<file path="src/rtl/sblp_pkg.sv">
// Constants and types of the serial boot loader port.
// Assumes nothing beyond a SystemVerilog compiler.
`default_nettype none
package sblp_pkg;
   // Protocol codes
   localparam logic [7:0] CMD_DOWNLOAD = 8'hfa;
   localparam logic [7:0] RESULT_OK = 8'h00;
   localparam logic [7:0] RESULT_FAIL = 8'h01;
   // Download target
   localparam logic [15:0] RAM_BASE = 16'h0600;
   // Pull-up control values
   localparam logic [7:0] PULLUP_WIDE = 8'hff;
   localparam logic [7:0] PULLUP_NARROW = 8'h0f;
   localparam logic [7:0] PULLUP_OFF = 8'h00;
   // Byte framing
   localparam int BYTE_BITS = 8;
   localparam logic [3:0] LAST_BIT = 4'h7;
   localparam logic [3:0] ASYNC_STOP_IDX = 4'h9;
   localparam logic [3:0] ASYNC_FRAME_BITS = 4'ha;
   // Timing counts
   localparam logic [3:0] STARTUP_CYCLES = 4'h4;
   localparam int BAUD_DIV_DEFAULT = 434;
   localparam int SYNC_RESET_ONE = 1;

   typedef enum logic [7:0] {
      ST_IDLE = 8'h01,
      ST_SIZE_LO = 8'h02,
      ST_SIZE_HI = 8'h04,
      ST_CSUM = 8'h08,
      ST_DATA = 8'h10,
      ST_ECHO = 8'h20,
      ST_RESULT = 8'h40,
      ST_RUN = 8'h80
   } sblp_state_t;
endpackage
`default_nettype wire

</file>
<file path="src/rtl/sblp_sync3.sv">
// Three-stage pin synchroniser; output moves when stages two and three agree.
// Assumes an asynchronous pin and one system clock.
`default_nettype none
module sblp_sync3 #(
   parameter logic RESET_VAL = 1'b1
) (
   // Clock and reset
   input wire logic i_sys_clk,
   input wire logic i_arst_n,
   // Pin and clean level
   input wire logic i_pin,
   output logic o_level
);
   logic s1;
   logic s2;
   logic s3;

   always_ff @(posedge i_sys_clk or negedge i_arst_n) begin
      if (!i_arst_n) begin
         s1 <= RESET_VAL;
         s2 <= RESET_VAL;
         s3 <= RESET_VAL;
      end else begin
         s1 <= i_pin;
         s2 <= s1;
         s3 <= s2;
      end
   end

   always_ff @(posedge i_sys_clk or negedge i_arst_n) begin
      if (!i_arst_n) begin
         o_level <= RESET_VAL;
      end else if (s2 == s3) begin
         o_level <= s3;
      end
   end
endmodule
`default_nettype wire

</file>
<file path="src/rtl/sblp_top.sv">
// Serial boot loader port: strap sampling, byte transport, download engine.
// Assumes pins are asynchronous to i_sys_clk and the RAM takes one write a cycle.
`default_nettype none
module sblp_top
   import sblp_pkg::*;
#(
   parameter int BAUD_DIV = sblp_pkg::BAUD_DIV_DEFAULT,
   parameter int ADDR_W = 16
) (
   // Clock and reset
   input wire logic i_sys_clk,
   input wire logic i_arst_n,
   // Straps
   input wire logic i_boot_select_strap,
   // Serial channel one pins
   input wire logic i_uart_one_clock_pin,
   input wire logic i_uart_one_receive_pin,
   output logic o_uart_one_transmit_pin,
   input wire logic i_uart_one_request_pin,
   output logic o_uart_one_request_pin,
   output logic o_uart_one_request_pin_oe_n,
   // Monitor source for async mode busy
   input wire logic i_program_check,
   // Mode status
   output logic o_config_done,
   output logic o_normal_mode,
   output logic o_loader_mode,
   output logic o_clocked_mode,
   output logic o_single_chip_mode,
   // Pull-up controls
   output logic [7:0] o_pullup_ctrl_group0,
   output logic [7:0] o_pullup_ctrl_group1,
   output logic [7:0] o_pullup_ctrl_group2,
   output logic [7:0] o_pullup_ctrl_group3,
   output logic [7:0] o_pullup_ctrl_group4,
   // RAM write port
   output logic o_ram_we,
   output logic [ADDR_W-1:0] o_ram_addr,
   output logic [7:0] o_ram_wdata,
   // Execution transfer
   output logic o_jump,
   output logic [ADDR_W-1:0] o_jump_addr
);
   import sblp_pkg::*;

   generate
      if (BAUD_DIV < 4 || BAUD_DIV > 65535) begin : g_bad_baud
         $error("BAUD_DIV must lie in 4..65535");
      end
      if (ADDR_W < 16) begin : g_bad_addr
         $error("ADDR_W must be at least 16");
      end
   endgenerate

   localparam logic [15:0] BAUD_LAST = 16'(BAUD_DIV - 1);
   localparam logic [15:0] BAUD_HALF = 16'(BAUD_DIV / 2);

   logic strap_s;
   logic sclk_s;
   logic rxd_s;
   logic busy_in_s;
   logic sclk_q;
   logic sclk_rise;
   logic sclk_fall;

   sblp_sync3 #(.RESET_VAL(1'b1)) u_sync_strap (
      .i_sys_clk(i_sys_clk), .i_arst_n(i_arst_n),
      .i_pin(i_boot_select_strap), .o_level(strap_s)
   );
   sblp_sync3 #(.RESET_VAL(1'b1)) u_sync_sclk (
      .i_sys_clk(i_sys_clk), .i_arst_n(i_arst_n),
      .i_pin(i_uart_one_clock_pin), .o_level(sclk_s)
   );
   sblp_sync3 #(.RESET_VAL(1'b1)) u_sync_rxd (
      .i_sys_clk(i_sys_clk), .i_arst_n(i_arst_n),
      .i_pin(i_uart_one_receive_pin), .o_level(rxd_s)
   );
   sblp_sync3 #(.RESET_VAL(1'b0)) u_sync_busy (
      .i_sys_clk(i_sys_clk), .i_arst_n(i_arst_n),
      .i_pin(i_uart_one_request_pin), .o_level(busy_in_s)
   );

   // Strap capture after the synchronisers have filled
   logic [3:0] start_cnt;
   logic cfg_done;
   logic loader;
   logic clocked;
   logic pullup_en;

   always_ff @(posedge i_sys_clk or negedge i_arst_n) begin
      if (!i_arst_n) begin
         start_cnt <= 4'h0;
         cfg_done <= 1'b0;
         loader <= 1'b0;
         clocked <= 1'b0;
         pullup_en <= 1'b0;
      end else if (!cfg_done) begin
         if (start_cnt == STARTUP_CYCLES) begin
            cfg_done <= 1'b1;
            loader <= !strap_s;
            clocked <= sclk_s;
            pullup_en <= busy_in_s;
         end else begin
            start_cnt <= start_cnt + 4'h1;
         end
      end
   end

   // Pull-up values once the choice is made
   always_ff @(posedge i_sys_clk or negedge i_arst_n) begin
      if (!i_arst_n) begin
         o_pullup_ctrl_group0 <= PULLUP_OFF;
         o_pullup_ctrl_group1 <= PULLUP_OFF;
         o_pullup_ctrl_group2 <= PULLUP_OFF;
         o_pullup_ctrl_group3 <= PULLUP_OFF;
         o_pullup_ctrl_group4 <= PULLUP_OFF;
      end else if (cfg_done && loader && pullup_en) begin
         o_pullup_ctrl_group0 <= PULLUP_WIDE;
         o_pullup_ctrl_group1 <= PULLUP_NARROW;
         o_pullup_ctrl_group2 <= PULLUP_WIDE;
         o_pullup_ctrl_group3 <= PULLUP_WIDE;
         o_pullup_ctrl_group4 <= PULLUP_NARROW;
      end
   end

   assign o_config_done = cfg_done;
   assign o_normal_mode = cfg_done && !loader;
   assign o_loader_mode = cfg_done && loader;
   assign o_clocked_mode = cfg_done && loader && clocked;

   wire mode1 = cfg_done && loader && clocked;
   wire mode2 = cfg_done && loader && !clocked;

   // Byte interface between transports and the command engine
   logic tx_go;
   logic [7:0] tx_byte;
   logic c_rx_valid;
   logic c_tx_done;
   logic a_rx_valid;
   logic a_tx_done;
   logic [7:0] c_rx_byte;
   logic [7:0] a_rx_byte;
   sblp_state_t state;
   wire rx_valid = mode1 ? c_rx_valid : (mode2 && a_rx_valid);
   wire [7:0] rx_byte = mode1 ? c_rx_byte : a_rx_byte;
   wire tx_done = mode1 ? c_tx_done : (mode2 && a_tx_done);
   wire want_rx = (state == ST_IDLE) || (state == ST_SIZE_LO) || (state == ST_SIZE_HI)
      || (state == ST_CSUM) || (state == ST_DATA);

   // Clocked transport
   logic [2:0] c_cnt;
   logic [7:0] c_rx_sh;
   logic [7:0] c_tx_sh;
   logic c_txd;
   logic c_sending;
   logic c_busy;

   always_ff @(posedge i_sys_clk or negedge i_arst_n) begin
      if (!i_arst_n) begin
         sclk_q <= 1'b1;
      end else begin
         sclk_q <= sclk_s;
      end
   end
   assign sclk_rise = mode1 && sclk_s && !sclk_q;
   assign sclk_fall = mode1 && !sclk_s && sclk_q;

   always_ff @(posedge i_sys_clk or negedge i_arst_n) begin
      if (!i_arst_n) begin
         c_cnt <= 3'h0;
         c_rx_sh <= 8'h00;
         c_rx_byte <= 8'h00;
         c_rx_valid <= 1'b0;
         c_tx_done <= 1'b0;
         c_sending <= 1'b0;
      end else begin
         c_rx_valid <= 1'b0;
         c_tx_done <= 1'b0;
         if (mode1 && tx_go) begin
            c_sending <= 1'b1;
            c_cnt <= 3'h0;
         end else if (sclk_rise) begin
            c_rx_sh <= {rxd_s, c_rx_sh[7:1]};
            c_cnt <= c_cnt + 3'h1;
            if ({1'b0, c_cnt} == LAST_BIT) begin
               c_sending <= 1'b0;
               c_tx_done <= c_sending;
               c_rx_valid <= !c_sending;
               c_rx_byte <= {rxd_s, c_rx_sh[7:1]};
            end
         end
      end
   end

   always_ff @(posedge i_sys_clk or negedge i_arst_n) begin
      if (!i_arst_n) begin
         c_tx_sh <= 8'hff;
         c_txd <= 1'b1;
      end else if (mode1 && tx_go) begin
         c_tx_sh <= tx_byte;
         c_txd <= tx_byte[0];
      end else if (sclk_fall && c_sending && c_cnt != 3'h0) begin
         c_tx_sh <= {1'b1, c_tx_sh[7:1]};
         c_txd <= c_tx_sh[1];
      end
   end

   // Busy: high from first rising clock edge until the engine is ready again
   always_ff @(posedge i_sys_clk or negedge i_arst_n) begin
      if (!i_arst_n) begin
         c_busy <= 1'b1;
      end else if (sclk_rise) begin
         c_busy <= 1'b1;
      end else if (mode1 && tx_go) begin
         c_busy <= 1'b0;
      end else if (mode1 && want_rx && !rx_valid && !c_sending && c_cnt == 3'h0) begin
         c_busy <= 1'b0;
      end else if (!want_rx && !c_sending) begin
         c_busy <= 1'b1;
      end
   end

   // Asynchronous receiver
   logic a_rx_act;
   logic [15:0] a_rx_tmr;
   logic [3:0] a_rx_idx;
   logic [7:0] a_rx_sh;
   wire a_rx_tick = a_rx_act && a_rx_tmr == 16'h0000;

   always_ff @(posedge i_sys_clk or negedge i_arst_n) begin
      if (!i_arst_n) begin
         a_rx_act <= 1'b0;
         a_rx_tmr <= 16'h0000;
         a_rx_idx <= 4'h0;
         a_rx_sh <= 8'h00;
         a_rx_byte <= 8'h00;
         a_rx_valid <= 1'b0;
      end else begin
         a_rx_valid <= 1'b0;
         if (!a_rx_act) begin
            if (mode2 && !rxd_s) begin
               a_rx_act <= 1'b1;
               a_rx_tmr <= BAUD_HALF;
               a_rx_idx <= 4'h0;
            end
         end else if (!a_rx_tick) begin
            a_rx_tmr <= a_rx_tmr - 16'h0001;
         end else begin
            a_rx_tmr <= BAUD_LAST;
            a_rx_idx <= a_rx_idx + 4'h1;
            if (a_rx_idx == 4'h0 && rxd_s) begin
               a_rx_act <= 1'b0; // False start
            end else if (a_rx_idx == ASYNC_STOP_IDX) begin
               a_rx_act <= 1'b0;
               a_rx_valid <= rxd_s;
               a_rx_byte <= a_rx_sh;
            end else if (a_rx_idx != 4'h0) begin
               a_rx_sh <= {rxd_s, a_rx_sh[7:1]};
            end
         end
      end
   end

   // Asynchronous transmitter
   logic a_tx_act;
   logic [15:0] a_tx_tmr;
   logic [3:0] a_tx_idx;
   logic [9:0] a_tx_sh;
   logic a_txd;

   always_ff @(posedge i_sys_clk or negedge i_arst_n) begin
      if (!i_arst_n) begin
         a_tx_act <= 1'b0;
         a_tx_tmr <= 16'h0000;
         a_tx_idx <= 4'h0;
         a_tx_sh <= 10'h3ff;
         a_txd <= 1'b1;
         a_tx_done <= 1'b0;
      end else begin
         a_tx_done <= 1'b0;
         if (mode2 && tx_go) begin
            a_tx_act <= 1'b1;
            a_tx_sh <= {1'b1, tx_byte, 1'b0};
            a_tx_tmr <= BAUD_LAST;
            a_tx_idx <= 4'h0;
            a_txd <= 1'b0;
         end else if (a_tx_act) begin
            if (a_tx_tmr != 16'h0000) begin
               a_tx_tmr <= a_tx_tmr - 16'h0001;
            end else if (a_tx_idx == ASYNC_FRAME_BITS - 4'h1) begin
               a_tx_act <= 1'b0;
               a_tx_done <= 1'b1;
               a_txd <= 1'b1;
            end else begin
               a_tx_tmr <= BAUD_LAST;
               a_tx_idx <= a_tx_idx + 4'h1;
               a_tx_sh <= {1'b1, a_tx_sh[9:1]};
               a_txd <= a_tx_sh[1];
            end
         end
      end
   end

   // Pin drive
   assign o_uart_one_transmit_pin = mode1 ? c_txd : a_txd;
   assign o_uart_one_request_pin_oe_n = !(cfg_done && loader);
   assign o_uart_one_request_pin = mode1 ? c_busy : (mode2 && i_program_check);

   // Download command engine
   logic [15:0] size;
   logic [15:0] remain;
   logic [7:0] csum_rx;
   logic [7:0] csum_acc;
   logic [ADDR_W-1:0] wr_addr;
   logic match;

   always_ff @(posedge i_sys_clk or negedge i_arst_n) begin
      if (!i_arst_n) begin
         state <= ST_IDLE;
         size <= 16'h0000;
         remain <= 16'h0000;
         csum_rx <= 8'h00;
         csum_acc <= 8'h00;
         wr_addr <= ADDR_W'(RAM_BASE);
         match <= 1'b0;
         tx_go <= 1'b0;
         tx_byte <= 8'h00;
      end else begin
         tx_go <= 1'b0;
         unique case (state)
            ST_IDLE: begin
               if (rx_valid && rx_byte == CMD_DOWNLOAD) begin
                  state <= ST_SIZE_LO;
               end
            end
            ST_SIZE_LO: begin
               if (rx_valid) begin
                  size[7:0] <= rx_byte;
                  state <= ST_SIZE_HI;
               end
            end
            ST_SIZE_HI: begin
               if (rx_valid) begin
                  size[15:8] <= rx_byte;
                  state <= ST_CSUM;
               end
            end
            ST_CSUM: begin
               if (rx_valid) begin
                  csum_rx <= rx_byte;
                  csum_acc <= 8'h00;
                  remain <= size;
                  wr_addr <= ADDR_W'(RAM_BASE);
                  if (size == 16'h0000) begin
                     match <= (rx_byte == 8'h00);
                     state <= ST_ECHO;
                     tx_go <= 1'b1;
                     tx_byte <= CMD_DOWNLOAD;
                  end else begin
                     state <= ST_DATA;
                  end
               end
            end
            ST_DATA: begin
               if (rx_valid) begin
                  csum_acc <= csum_acc + rx_byte;
                  wr_addr <= wr_addr + ADDR_W'(1);
                  remain <= remain - 16'h0001;
                  if (remain == 16'h0001) begin
                     match <= (8'(csum_acc + rx_byte) == csum_rx);
                     state <= ST_ECHO;
                     tx_go <= 1'b1;
                     tx_byte <= CMD_DOWNLOAD;
                  end
               end
            end
            ST_ECHO: begin
               if (tx_done) begin
                  state <= ST_RESULT;
                  tx_go <= 1'b1;
                  tx_byte <= match ? RESULT_OK : RESULT_FAIL;
               end
            end
            ST_RESULT: begin
               if (tx_done) begin
                  state <= match ? ST_RUN : ST_IDLE;
               end
            end
            ST_RUN: begin
               state <= ST_RUN;
            end
            default: begin
               state <= ST_IDLE;
            end
         endcase
      end
   end

   // RAM writes
   always_ff @(posedge i_sys_clk or negedge i_arst_n) begin
      if (!i_arst_n) begin
         o_ram_we <= 1'b0;
         o_ram_addr <= '0;
         o_ram_wdata <= 8'h00;
      end else begin
         o_ram_we <= (state == ST_DATA) && rx_valid;
         if ((state == ST_DATA) && rx_valid) begin
            o_ram_addr <= wr_addr;
            o_ram_wdata <= rx_byte;
         end
      end
   end

   // Execution hand-off
   always_ff @(posedge i_sys_clk or negedge i_arst_n) begin
      if (!i_arst_n) begin
         o_jump <= 1'b0;
         o_jump_addr <= '0;
         o_single_chip_mode <= 1'b0;
      end else begin
         o_jump <= (state == ST_RESULT) && tx_done && match;
         if ((state == ST_RESULT) && tx_done && match) begin
            o_jump_addr <= ADDR_W'(RAM_BASE);
            o_single_chip_mode <= 1'b1;
         end
      end
   end
endmodule
`default_nettype wire

</file>
<file path="config.mk">
export PLATFORM = sky130hd
export DESIGN_NAME = sblp_top
export DESIGN_NICKNAME = d
export VERILOG_FILES = /design/src/rtl/sblp_pkg.sv /design/src/rtl/sblp_sync3.sv /design/src/rtl/sblp_top.sv
export SDC_FILE = /design/constraint.sdc
export NUM_CORES = 1
export LEC_CHECK = 0
export BUFFER_PORTS_ARGS = -buffer_cell sky130_fd_sc_hd__clkbuf_2
export CELL_PAD_IN_SITES_DETAIL_PLACEMENT = 1
export CELL_PAD_IN_SITES_GLOBAL_PLACEMENT = 2
export CORE_UTILIZATION = 39
export DETAILED_ROUTE_END_ITERATION = 8
export HOLD_SLACK_MARGIN = 0.1
export PLACE_DENSITY = 0.91
export SETUP_SLACK_MARGIN = 0.05
export SLEW_MARGIN = 10
export SYNTH_ARGS = -nofsm -noshare
export SYNTH_HDL_FRONTEND = slang
export SYNTH_SLANG_ARGS = --single-unit
</file>
<file path="constraint.sdc">
create_clock -name i_sys_clk -period 4.98 [get_ports i_sys_clk]
set_clock_uncertainty 0.05 [all_clocks]
set_input_delay 0.249 -clock i_sys_clk [delete_from_list [all_inputs] [get_ports i_sys_clk]]
set_output_delay 0.249 -clock i_sys_clk [all_outputs]
set_load 0.01 [all_outputs]
</file>
==> metrics, run 1 <==
Die Span Y 171 um; Crit. End Element flop; HP Class in -> async; routed vias/inst 5.35; 1st-iter DRT viols 447; Final GP Congestion approximately 0.84; initial antenna violation count 0; layout cells sized above 1 0.187; final cycle utilization of the critical path 0.755; row count 61; final slew viol count 0; synthesized instance count 1103; placed wire-length estimate 18200 um; Worst VDD drop 270 uV; signal arrival time at the worst endpoint 4090 ps; Setup violations, final 0; total wire length 26800 um; final hold violation count 0; Hold Slack approximately 300 ps; PortBufs 74; H-Tree Level Count 1; WL/cell approximately 17 um; Crit path top cell by count buf_4; sequential cell area 5750 sq um; TNS Setup 0 ps; CTS tree yes; ant diodes 0; Antenna Nets Post-Route 0; Total GRT Usage 0.192; DR DRC count 0; CP bufs+invs 4; die width 171 um; Setup WS post-layout 1220 ps; Slew @ Worst Pin 1130 ps; core footprint roughly 28000 sq um; Layout Nets 1184; Post-synth EDFFs 0; combinational share of power 0.083; Reg2Reg Depth 12; grt ovf 0; clock sinks roughly 230; largest net degree at the start of global routing 103; clock latency on the worst-skew pair about 540 ps; starting density of the core 0.399; Tmin final 3760 ps; CTS resizes 0; CP peak stage delay 510 ps; Reg-to-Reg Start clocked; Top FF cell, synth dfrtp_1; setup slack at placement 1310 ps; post-synthesis sequential area ratio 0.514; outcome finished clean; fillcell total ~3100; RR Endpoint match; RSZ-0062 raised after global routing no; maximum clock insertion buffer count 3; pwr/cell area 347 nW/um^2; WS Path Type reg -> reg; via count 8292; Synth area leader dfrtp_1; Synth async-reset ratio 1.00; worst-path fanout max 12; I/O Pins between 90 and 100; synthesized flop and latch total 228; Clock Pin Slew Worst Setup and Hold Paths 60 ps; Syn Area/Cell ~10 sq um; sequential share of power 0.476; Post-CTS Setup Repair Bufs 0; flop-to-flop setup slack between 1000 and 1500 ps; Ys Warns 0; cell family with most CP delay buffers and inverters; Die Area 29400 sq um; mapped cell area ~11000 sq um; root cell of the clock tree clkbuf_16; max cap viols 0; clock power share 0.441; required time of the critical path 5310 ps; Sw Pwr approximately 1.1 mW; CTS Hold Buffers Added 5; ranking of synthesized cells by area dfrtp_1, dfstp_2, nand2_1, buf_4, mux2_2; drt pass-1 iters 4; total CTS buffers 26; critical path's slowest cell mux2i_1; number of global-route vias before repair 8597; crit path cell chain nand3_1, buf_4, clkinv_1, buf_4, mux2i_1, inv_1, ha_1, or4_1, o22ai_1, xnor3_1, nand4_1, a31oi_1; f_max 266 MHz; Multi-input gate area 4790 sq um; most common cell in the netlist dfrtp_1; synth unique cells 75; Int Power roughly 3.3 mW; Sw Ratio 0.250; Static Leak 5.92 nW; crit path launch type flop; top cells by count, synth dfrtp_1, nand2_1, nor2_1; global-route wire length before repair 45400 um; Synth top area share 0.434; Rel. slew slack 0.235; Area Growth Syn to Fin 12.3%
cells in the final DEF (no fill, tap or decap), drive strengths merged, types with 5 or more instances in the layout:
| master | n |
|---|---|
| o31ai | 7 |
| xnor2 | 24 |
| nor3b | 5 |
| or2 | 5 |
| inv | 37 |
| dfrtp | 194 |
| nand2 | 152 |
| a21o | 5 |
| conb | 22 |
| o22ai | 10 |
| nor2 | 83 |
| or4 | 10 |
| o21ai | 70 |
| nand3 | 23 |
| a31oi | 7 |
| mux2i | 24 |
| nor3 | 23 |
| o311ai | 9 |
| nand3b | 5 |
| clkinv | 9 |
| nor2b | 5 |
| xor2 | 12 |
| o211ai | 12 |
| dlygate4sd3 | 5 |
| and3 | 5 |
| a221o | 8 |
| nand4 | 18 |
| clkbuf | 110 |
| buf | 17 |
| or3 | 7 |
| and2 | 11 |
| dfstp | 34 |
| a22o | 5 |
| nor4 | 21 |
| nand2b | 12 |
| mux2 | 38 |
| ha | 23 |
| a21oi | 49 |
worst max path at each step:
stage / from / endpoint / cells past startpoint
6_report: clocked / match / 12
5_1_grt: clocked / match / 14
4_1_cts: clocked / match / 12
3_5_place_dp: clocked / match / 14
3_3_place_gp: clocked / match / 14
2_1_floorplan: clocked / match / 15
power groups by stage:
stage	logic [mW]	registers, mW	clock network [mW]
floorplan	0.261	2.07	0
global placement	0.336	2.10	0
detailed placement	0.360	2.11	0
CTS	0.367	2.08	1.97
global route	0.412	2.09	2.03
finish	0.361	2.08	1.92
per-layer routing:
metal | part of all wire | vias up | GRT usage
met1 | 0.47 | 4180 | 0.260
met4 | 0.024 | 0 | 0.0543
met2 | 0.47 | 137 | 0.321
li1 | - | 3932 | -
met5 | 0 | - | 0
met3 | 0.035 | 43 | 0.0249
metrics by stage:
stage | power (mW) | cell area, sq um | util | cells
after floorplan | 2.33 | 11300 | - | 1124
after detailed placement | 2.47 | 11700 | 0.416 | 1498
after global routing | 4.53 | 12600 | 0.449 | 1550
after global placement | 2.43 | 11700 | 0.416 | 1498
final | 4.36 | 12600 | 0.449 | 1550
after CTS | 4.42 | 12600 | 0.449 | 1550
worst reg2reg max path, stage by stage (launching register included):
cell and delay (ps):
dfrtp_1 490, nand3_1 140, buf_4 210, clkinv_1 240
buf_4 270, mux2i_1 510, inv_1 100, ha_1 280
or4_1 430, o22ai_1 310, xnor3_1 390, nand4_1 100
a31oi_1 90
logic make-up (layout without fill, tap and decap cells):
| family | Yosys count | count (layout) | share of synthesized area |
|---|---|---|---|
| compound gates | 212 | 212 | 0.120 |
| xor+xnor | 38 | 38 | 0.0323 |
| fa+ha+maj | 28 | 28 | 0.0311 |
| buf+inv | 133 | 181 | 0.0654 |
| flops | 228 | 228 | 0.514 |
| mux | 62 | 62 | 0.0597 |
| other cells | 1 | 22 | 0.000335 |
| simple gates | 401 | 401 | 0.177 |
sequential cells by signal, indices dropped and copies added (netlist names), 16 cells and up:
register,count
a_rx_tmr,16
a_tx_tmr,16
o_ram_addr,16
remain,16
size,16
wr_addr,16
area by class of cell:
type | count | share of cell area
flip-flops and latches | 228 | 0.457
multi-input cells | 763 | 0.381
repair buffers | 95 | 0.0438
clock inverters | 10 | 0.00816
well taps | 378 | 0.0376
clock buffers | 37 | 0.0599
inverters | 39 | 0.0120
No activity file was read; power rests on OpenSTA's default activity.
==> run 2, diff against run 1 <==
--- a/config.mk
+++ b/config.mk
@@ -8,10 +8,10 @@
 export BUFFER_PORTS_ARGS = -buffer_cell sky130_fd_sc_hd__clkbuf_2
 export CELL_PAD_IN_SITES_DETAIL_PLACEMENT = 1
 export CELL_PAD_IN_SITES_GLOBAL_PLACEMENT = 2
-export CORE_UTILIZATION = 39
+export CORE_UTILIZATION = 35
 export DETAILED_ROUTE_END_ITERATION = 8
 export HOLD_SLACK_MARGIN = 0.1
-export PLACE_DENSITY = 0.91
+export PLACE_DENSITY = 0.87
 export SETUP_SLACK_MARGIN = 0.05
 export SLEW_MARGIN = 10
 export SYNTH_ARGS = -nofsm -noshare
==> constraint.sdc (replaced) <==
create_clock -name i_sys_clk -period 3.3 [get_ports i_sys_clk]
set_clock_uncertainty 0.05 [all_clocks]
set_input_delay 0.165 -clock i_sys_clk [delete_from_list [all_inputs] [get_ports i_sys_clk]]
set_output_delay 0.165 -clock i_sys_clk [all_outputs]
set_load 0.01 [all_outputs]
==> run 2 against run 1 <==
- the flow now finishes with violations (design-rule violations)
- register-to-register slack got worse by 1000 ps
- setup slack got worse by 1000 ps
- total power increased by 50%
- critical path depth increased by 1
- via count increased by 1.7%
- cell count increased by 3.2%
- sequential power increased by 50%
- combinational power increased by 58%
- non-clock buffer count increased by 24
- highest routed layer unchanged
==> metrics, run 2 (synthesis results as in run 1) <==
failing checks design-rule violations; DR DRC count 2 (+2); HP Class in -> reg; placed wire-length estimate 18600 um (+1.8%); Worst VDD drop 378 uV (+40%); total power 6.55 mW (+50%); fin area 12800 sq um (+2.2%); H-Tree Level Count 1 (unchanged); Area Growth Syn to Fin 14.8%; Crit. End Element flop; drt pass-1 iters 6 (+2); starting density of the core 0.355 (-0.0440); maximum clock insertion buffer count 3 (unchanged); pwr/cell area 511 nW/um^2 (+47%); outcome complete, but fails checks; TNS Setup 0 ps (unchanged); grt ovf 0 (unchanged); Die Area 32700 sq um (+11%); Clock Pin Slew Worst Setup and Hold Paths 60 ps (about the same); RR Endpoint match; worst-path fanout max 8 (-4); die width 181 um (+5.5%); final slew viol count 0 (unchanged); Total GRT Usage 0.170 (-0.0218); global-route wire length before repair 45800 um (+0.99%); initial antenna violation count 0 (unchanged); clock sinks 228 (unchanged); crit path cell chain nand3_1, clkinv_1, buf_4, mux2i_1, buf_4, inv_1, ha_1, a211o_1, o211a_1, o22ai_2, xnor3_1, nand4_1, a31oi_2; CP peak stage delay 420 ps (-90 ps); Slew @ Worst Pin 932 ps (-203 ps); Worst Setup SP loader; Hold Slack 228 ps (-71.1 ps); root cell of the clock tree clkbuf_16; Rel. slew slack 0.379 (+0.143); CTS tree yes; core footprint 31500 sq um (+12%); f_max 324 MHz (+22%); Reg-to-Reg Start loader; Antenna Nets Post-Route 0 (unchanged); Post-CTS Setup Repair Bufs 0 (unchanged); 1st-iter DRT viols 347 (-22%); worst setup path end match; required time of the critical path 3640 ps (-1670 ps); utilization after layout 0.408 (-0.0407); placed inst area 11900 sq um (+1.9%); I/O Pins 97 (unchanged); routed vias/inst 5.27 (-1.5%); total CTS buffers 27 (+3.8%); Die Span Y 181 um (+5.5%); critical path's slowest cell dfrtp_1; Final GP Congestion 0.864 (+3.3%); Tmin final 3090 ps (-672 ps); via count 8432 (+1.7%); commonest cells after routing, fill and taps aside dfrtp_1, nand2_1, nor2_1; RSZ-0062 raised after global routing no; Reg2Reg Depth 13 (+1); flop-to-flop setup slack 210 ps (-1010 ps); Crit path top cell by count buf_4; total wire length 27300 um (+1.7%); crit path launch type flop; PortBufs 74 (unchanged); WL/cell 17.1 um (-1.5%); most common cell after layout, fill and taps aside dfrtp_1; signal arrival time at the worst endpoint 3420 ps (-670 ps); largest net degree at the start of global routing 104 (+0.97%); number of global-route vias before repair 8893 (+3.4%); row count 65 (+6.6%); ant diodes 0 (unchanged); Static Leak 6.05 nW (+2.1%); final cycle utilization of the critical path 0.935 (+0.181); WS Path Type reg -> reg; clock latency on the worst-skew pair 530 ps (about the same); Layout Nets 1209 (+2.1%); Setup violations, final 0 (unchanged); layout cells sized above 1 0.211 (+0.0243); final hold violation count 0 (unchanged); max cap viols 0 (unchanged)
-- run 2: metrics by stage --
step / instances / worst slack, ps
5_1_grt: 1600 / 53.9
2_1_floorplan: 1124 / 91.2
6_report: 1600 / 214
3_5_place_dp: 1546 / 178
3_3_place_gp: 1546 / 266
4_1_cts: 1600 / 107
-- run 2: worst min-delay path by stage --
stage                                 startpoint  slack, ps               to  cells after the start
after floorplan                         i_arst_n       -180         a_rx_act                      0
after global placement    i_uart_one_receive_pin        200    u_sync_rxd.s1                      1
after detailed placement    i_uart_one_clock_pin        200   u_sync_sclk.s1                      1
after CTS                 i_uart_one_receive_pin        200    u_sync_rxd.s1                      2
after global routing        i_uart_one_clock_pin        200   u_sync_sclk.s1                      2
final                        i_boot_select_strap        230  u_sync_strap.s1                      2
-- run 2: area by class of cell --
type | count | area, sq um
flip-flops and latches | 228 | 5750
clock inverters | 13 | 118
well taps | 402 | 503
inverters | 39 | 151
repair buffers | 119 | 747
clock buffers | 36 | 739
multi-input cells | 763 | 4830
fillers | 3513 | 18600
-- run 2: timing repair --
action | in CTS | in global routing
hold endpoints to repair | 86 | 0
hold buffers | 5 | 0
gates resized for setup | 0 | 11
setup endpoints to repair | 0 | 4
-- run 2: worst max-delay path: cells and delay by family (launching register included) --
family                     cells  cell delay [ps]
AOI/OAI and AO/OA              4              860
xor gates and xnor gates       1              350
adders and majority gates      1              270
buffers and inverters          4              600
DFF                            1              420
muxes                          1              150
and+or+nand+nor                2              260
-- run 2: layer usage --
metal | global-route usage | routed length, um | vias up
met2 | 0.293 | 13100 | 136
met5 | 0 | 0 | -
met3 | 0.0228 | 853 | 43
li1 | - | - | 3985
met4 | 0.0550 | 709 | 0
met1 | 0.220 | 12600 | 4268
-- run 2: report_power, final --
part | total (mW) | switching, mW | internal, mW
registers | 3.13 | 0.154 | 2.97
clock network | 2.86 | 1.19 | 1.66
logic | 0.572 | 0.327 | 0.245
total | 6.55 | 1.68 | 4.88
==> run 3, diff against run 2 <==
--- a/config.mk
+++ b/config.mk
@@ -12,6 +12,7 @@
 export DETAILED_ROUTE_END_ITERATION = 8
 export HOLD_SLACK_MARGIN = 0.1
 export PLACE_DENSITY = 0.87
+export REMOVE_ABC_BUFFERS = 1
 export SETUP_SLACK_MARGIN = 0.05
 export SLEW_MARGIN = 10
 export SYNTH_ARGS = -nofsm -noshare
==> run 3 against run 2 <==
- the run now ends clean
- hold slack worse by 25 ps
- highest routed layer unchanged
- largest cell class unchanged
- sequential share of layout area down 0.14 points
- largest power group unchanged
- critical endpoint unchanged
- first-iteration DRC count is 44% higher
==> metrics, run 3 (synthesis results as in run 1) <==
outcome finished clean; Antenna Nets Post-Route 0 (unchanged); DR DRC count 0 (-2); clock sinks 228 (unchanged); RR Endpoint match; layout cells sized above 1 0.207 (-0.00383); Layout Nets 1208 (-0.083%); fillcell total 3505 (-0.23%); Rel. slew slack 0.436 (+0.0565); number of global-route vias before repair 8781 (-1.3%); worst-path fanout max 5 (-3); crit path launch type flop; Clock Pin Slew Worst Setup and Hold Paths 60 ps (about the same); signal arrival time at the worst endpoint 3470 ps (+50 ps); core footprint 31500 sq um (unchanged); utilization after layout 0.409 (+0.00131); cell family with most CP delay compound AO/OA/AOI/OAI gates; most common cell after layout, fill and taps aside dfrtp_1; die width 181 um (unchanged); root cell of the clock tree clkbuf_16; Tmin final 3080 ps (-7.65 ps); Worst VDD drop 436 uV (+15%); Die Span Y 181 um (unchanged); drt pass-1 iters 6 (unchanged); HP Class in -> async; WS Path Type reg -> reg; flop-to-flop setup slack 220 ps (about the same); Slew @ Worst Pin 847 ps (-84.8 ps); routed vias/inst 5.27 (about the same); Setup WS post-layout 222 ps (+7.65 ps); Area Growth Syn to Fin 15.1%; Final GP Congestion 0.835 (-3.4%); CTS tree yes; ant diodes 0 (unchanged); max cap viols 0 (unchanged); 1st-iter DRT viols 498 (+44%); placed wire-length estimate 18500 um (-0.36%); Total GRT Usage 0.171 (+0.00114); commonest cells after routing, fill and taps aside dfrtp_1, nand2_1, nor2_1; CP peak stage delay 470 ps (+50 ps); grt ovf 0 (unchanged); largest net degree at the start of global routing 105 (+0.96%); setup slack at placement 171 ps (-7.45 ps); initial antenna violation count 0 (unchanged); crit path cell chain nand3_1, clkinv_1, buf_4, mux2i_1, inv_1, ha_1, o21ai_0, xnor2_1, a2111oi_2, nand4_1, a31oi_1; maximum clock insertion buffer count 3 (unchanged); CP bufs+invs 3 (-1); row count 65 (unchanged); clock latency on the worst-skew pair 520 ps (about the same); Die Area 32700 sq um (unchanged); WL/cell 17.1 um (about the same); Setup violations, final 0 (unchanged); f_max 325 MHz (+0.25%); Static Leak 6.08 nW (+0.57%); via count 8420 (-0.14%); required time of the critical path 3690 ps (+50 ps); critical path's slowest cell o21ai_0; total CTS buffers 27 (unchanged); PortBufs 74 (unchanged); global-route wire length before repair 46200 um (+0.74%); RSZ-0062 raised after global routing yes; pwr/cell area 521 nW/um^2 (+2.0%); I/O Pins 97 (unchanged); final hold violation count 0 (unchanged); final cycle utilization of the critical path 0.933 (-0.00232); Reg-to-Reg Start loader; final slew viol count 0 (unchanged); Crit. End Element flop; total wire length 27300 um (about the same); Reg2Reg Depth 11 (-2); starting density of the core 0.355 (unchanged); H-Tree Level Count 1 (unchanged)
run 3: cell count changes in the layout (fill, tap and decap cells not counted), moves of 2 or more:
cell,previous run,this run
clkinvlp_4,5,1
buf_12,1,3
buf_4,38,36
bufinv_16,1,3
clkbuf_8,3,5
o21ai_0,68,70
run 3: worst max path at each step:
stage / from / depth (start not counted) / slack (ps) / to
3_5_place_dp: loader / 11 / 170 / match
5_1_grt: loader / 13 / 30 / match
4_1_cts: loader / 11 / 140 / match
2_1_floorplan: clocked / 11 / -230 / match
6_report: loader / 11 / 220 / match
3_3_place_gp: loader / 12 / 250 / match
run 3: repair_timing:
item                       in CTS  in global routing
gates resized for setup         0                  9
hold endpoints to repair       77                  0
hold buffers                    5                  0
buffers inserted                0                  0
setup endpoints to repair       0                  3
run 3: cell type report:
cell class	count	area (sq um)	area share
flip-flops and latches	228	5750	0.446
multi-input cells	763	4820	0.374
inverters	39	154	0.0119
well taps	402	503	0.0391
clock inverters	9	123	0.00952
clock buffers	39	771	0.0598
repair buffers	118	761	0.0591
run 3: through the flow:
step	setup TNS (ps)	cell area, sq um	std cells	hold WS, ps	power, mW
detailed placement	0	11900	1545	205	3.74
finish	0	12900	1598	202	6.71
floorplan	-412	10700	1030	-181	3.50
global placement	0	11900	1545	207	3.71
CTS	0	12800	1598	203	6.79
global route	0	12900	1598	210	7.02
run 3: report_power, final:
| part | internal [mW] | leakage (nW) | switching (mW) |
|---|---|---|---|
| Combinational | 0.245 | 2.65 | 0.320 |
| Sequential | 2.97 | 2.99 | 0.157 |
| Clock | 1.84 | 0.439 | 1.17 |
| Total | 5.06 | 6.08 | 1.64 |
run 3: per-layer routing:
layer	up-vias	wire length, um	global-route usage
met5	-	0	0
met4	0	614	0.0492
met3	46	1010	0.0250
met2	159	13100	0.287
met1	4237	12600	0.229
li1	3978	-	-
run 3: worst reg2reg max path, stage by stage (launching register included):
cell and delay (ps):
dfrtp_1 410, nand3_1 110, clkinv_1 210, buf_4 240
mux2i_1 200, inv_1 70, ha_1 350, o21ai_0 470
xnor2_1 160, a2111oi_2 380, nand4_1 180, a31oi_1 180
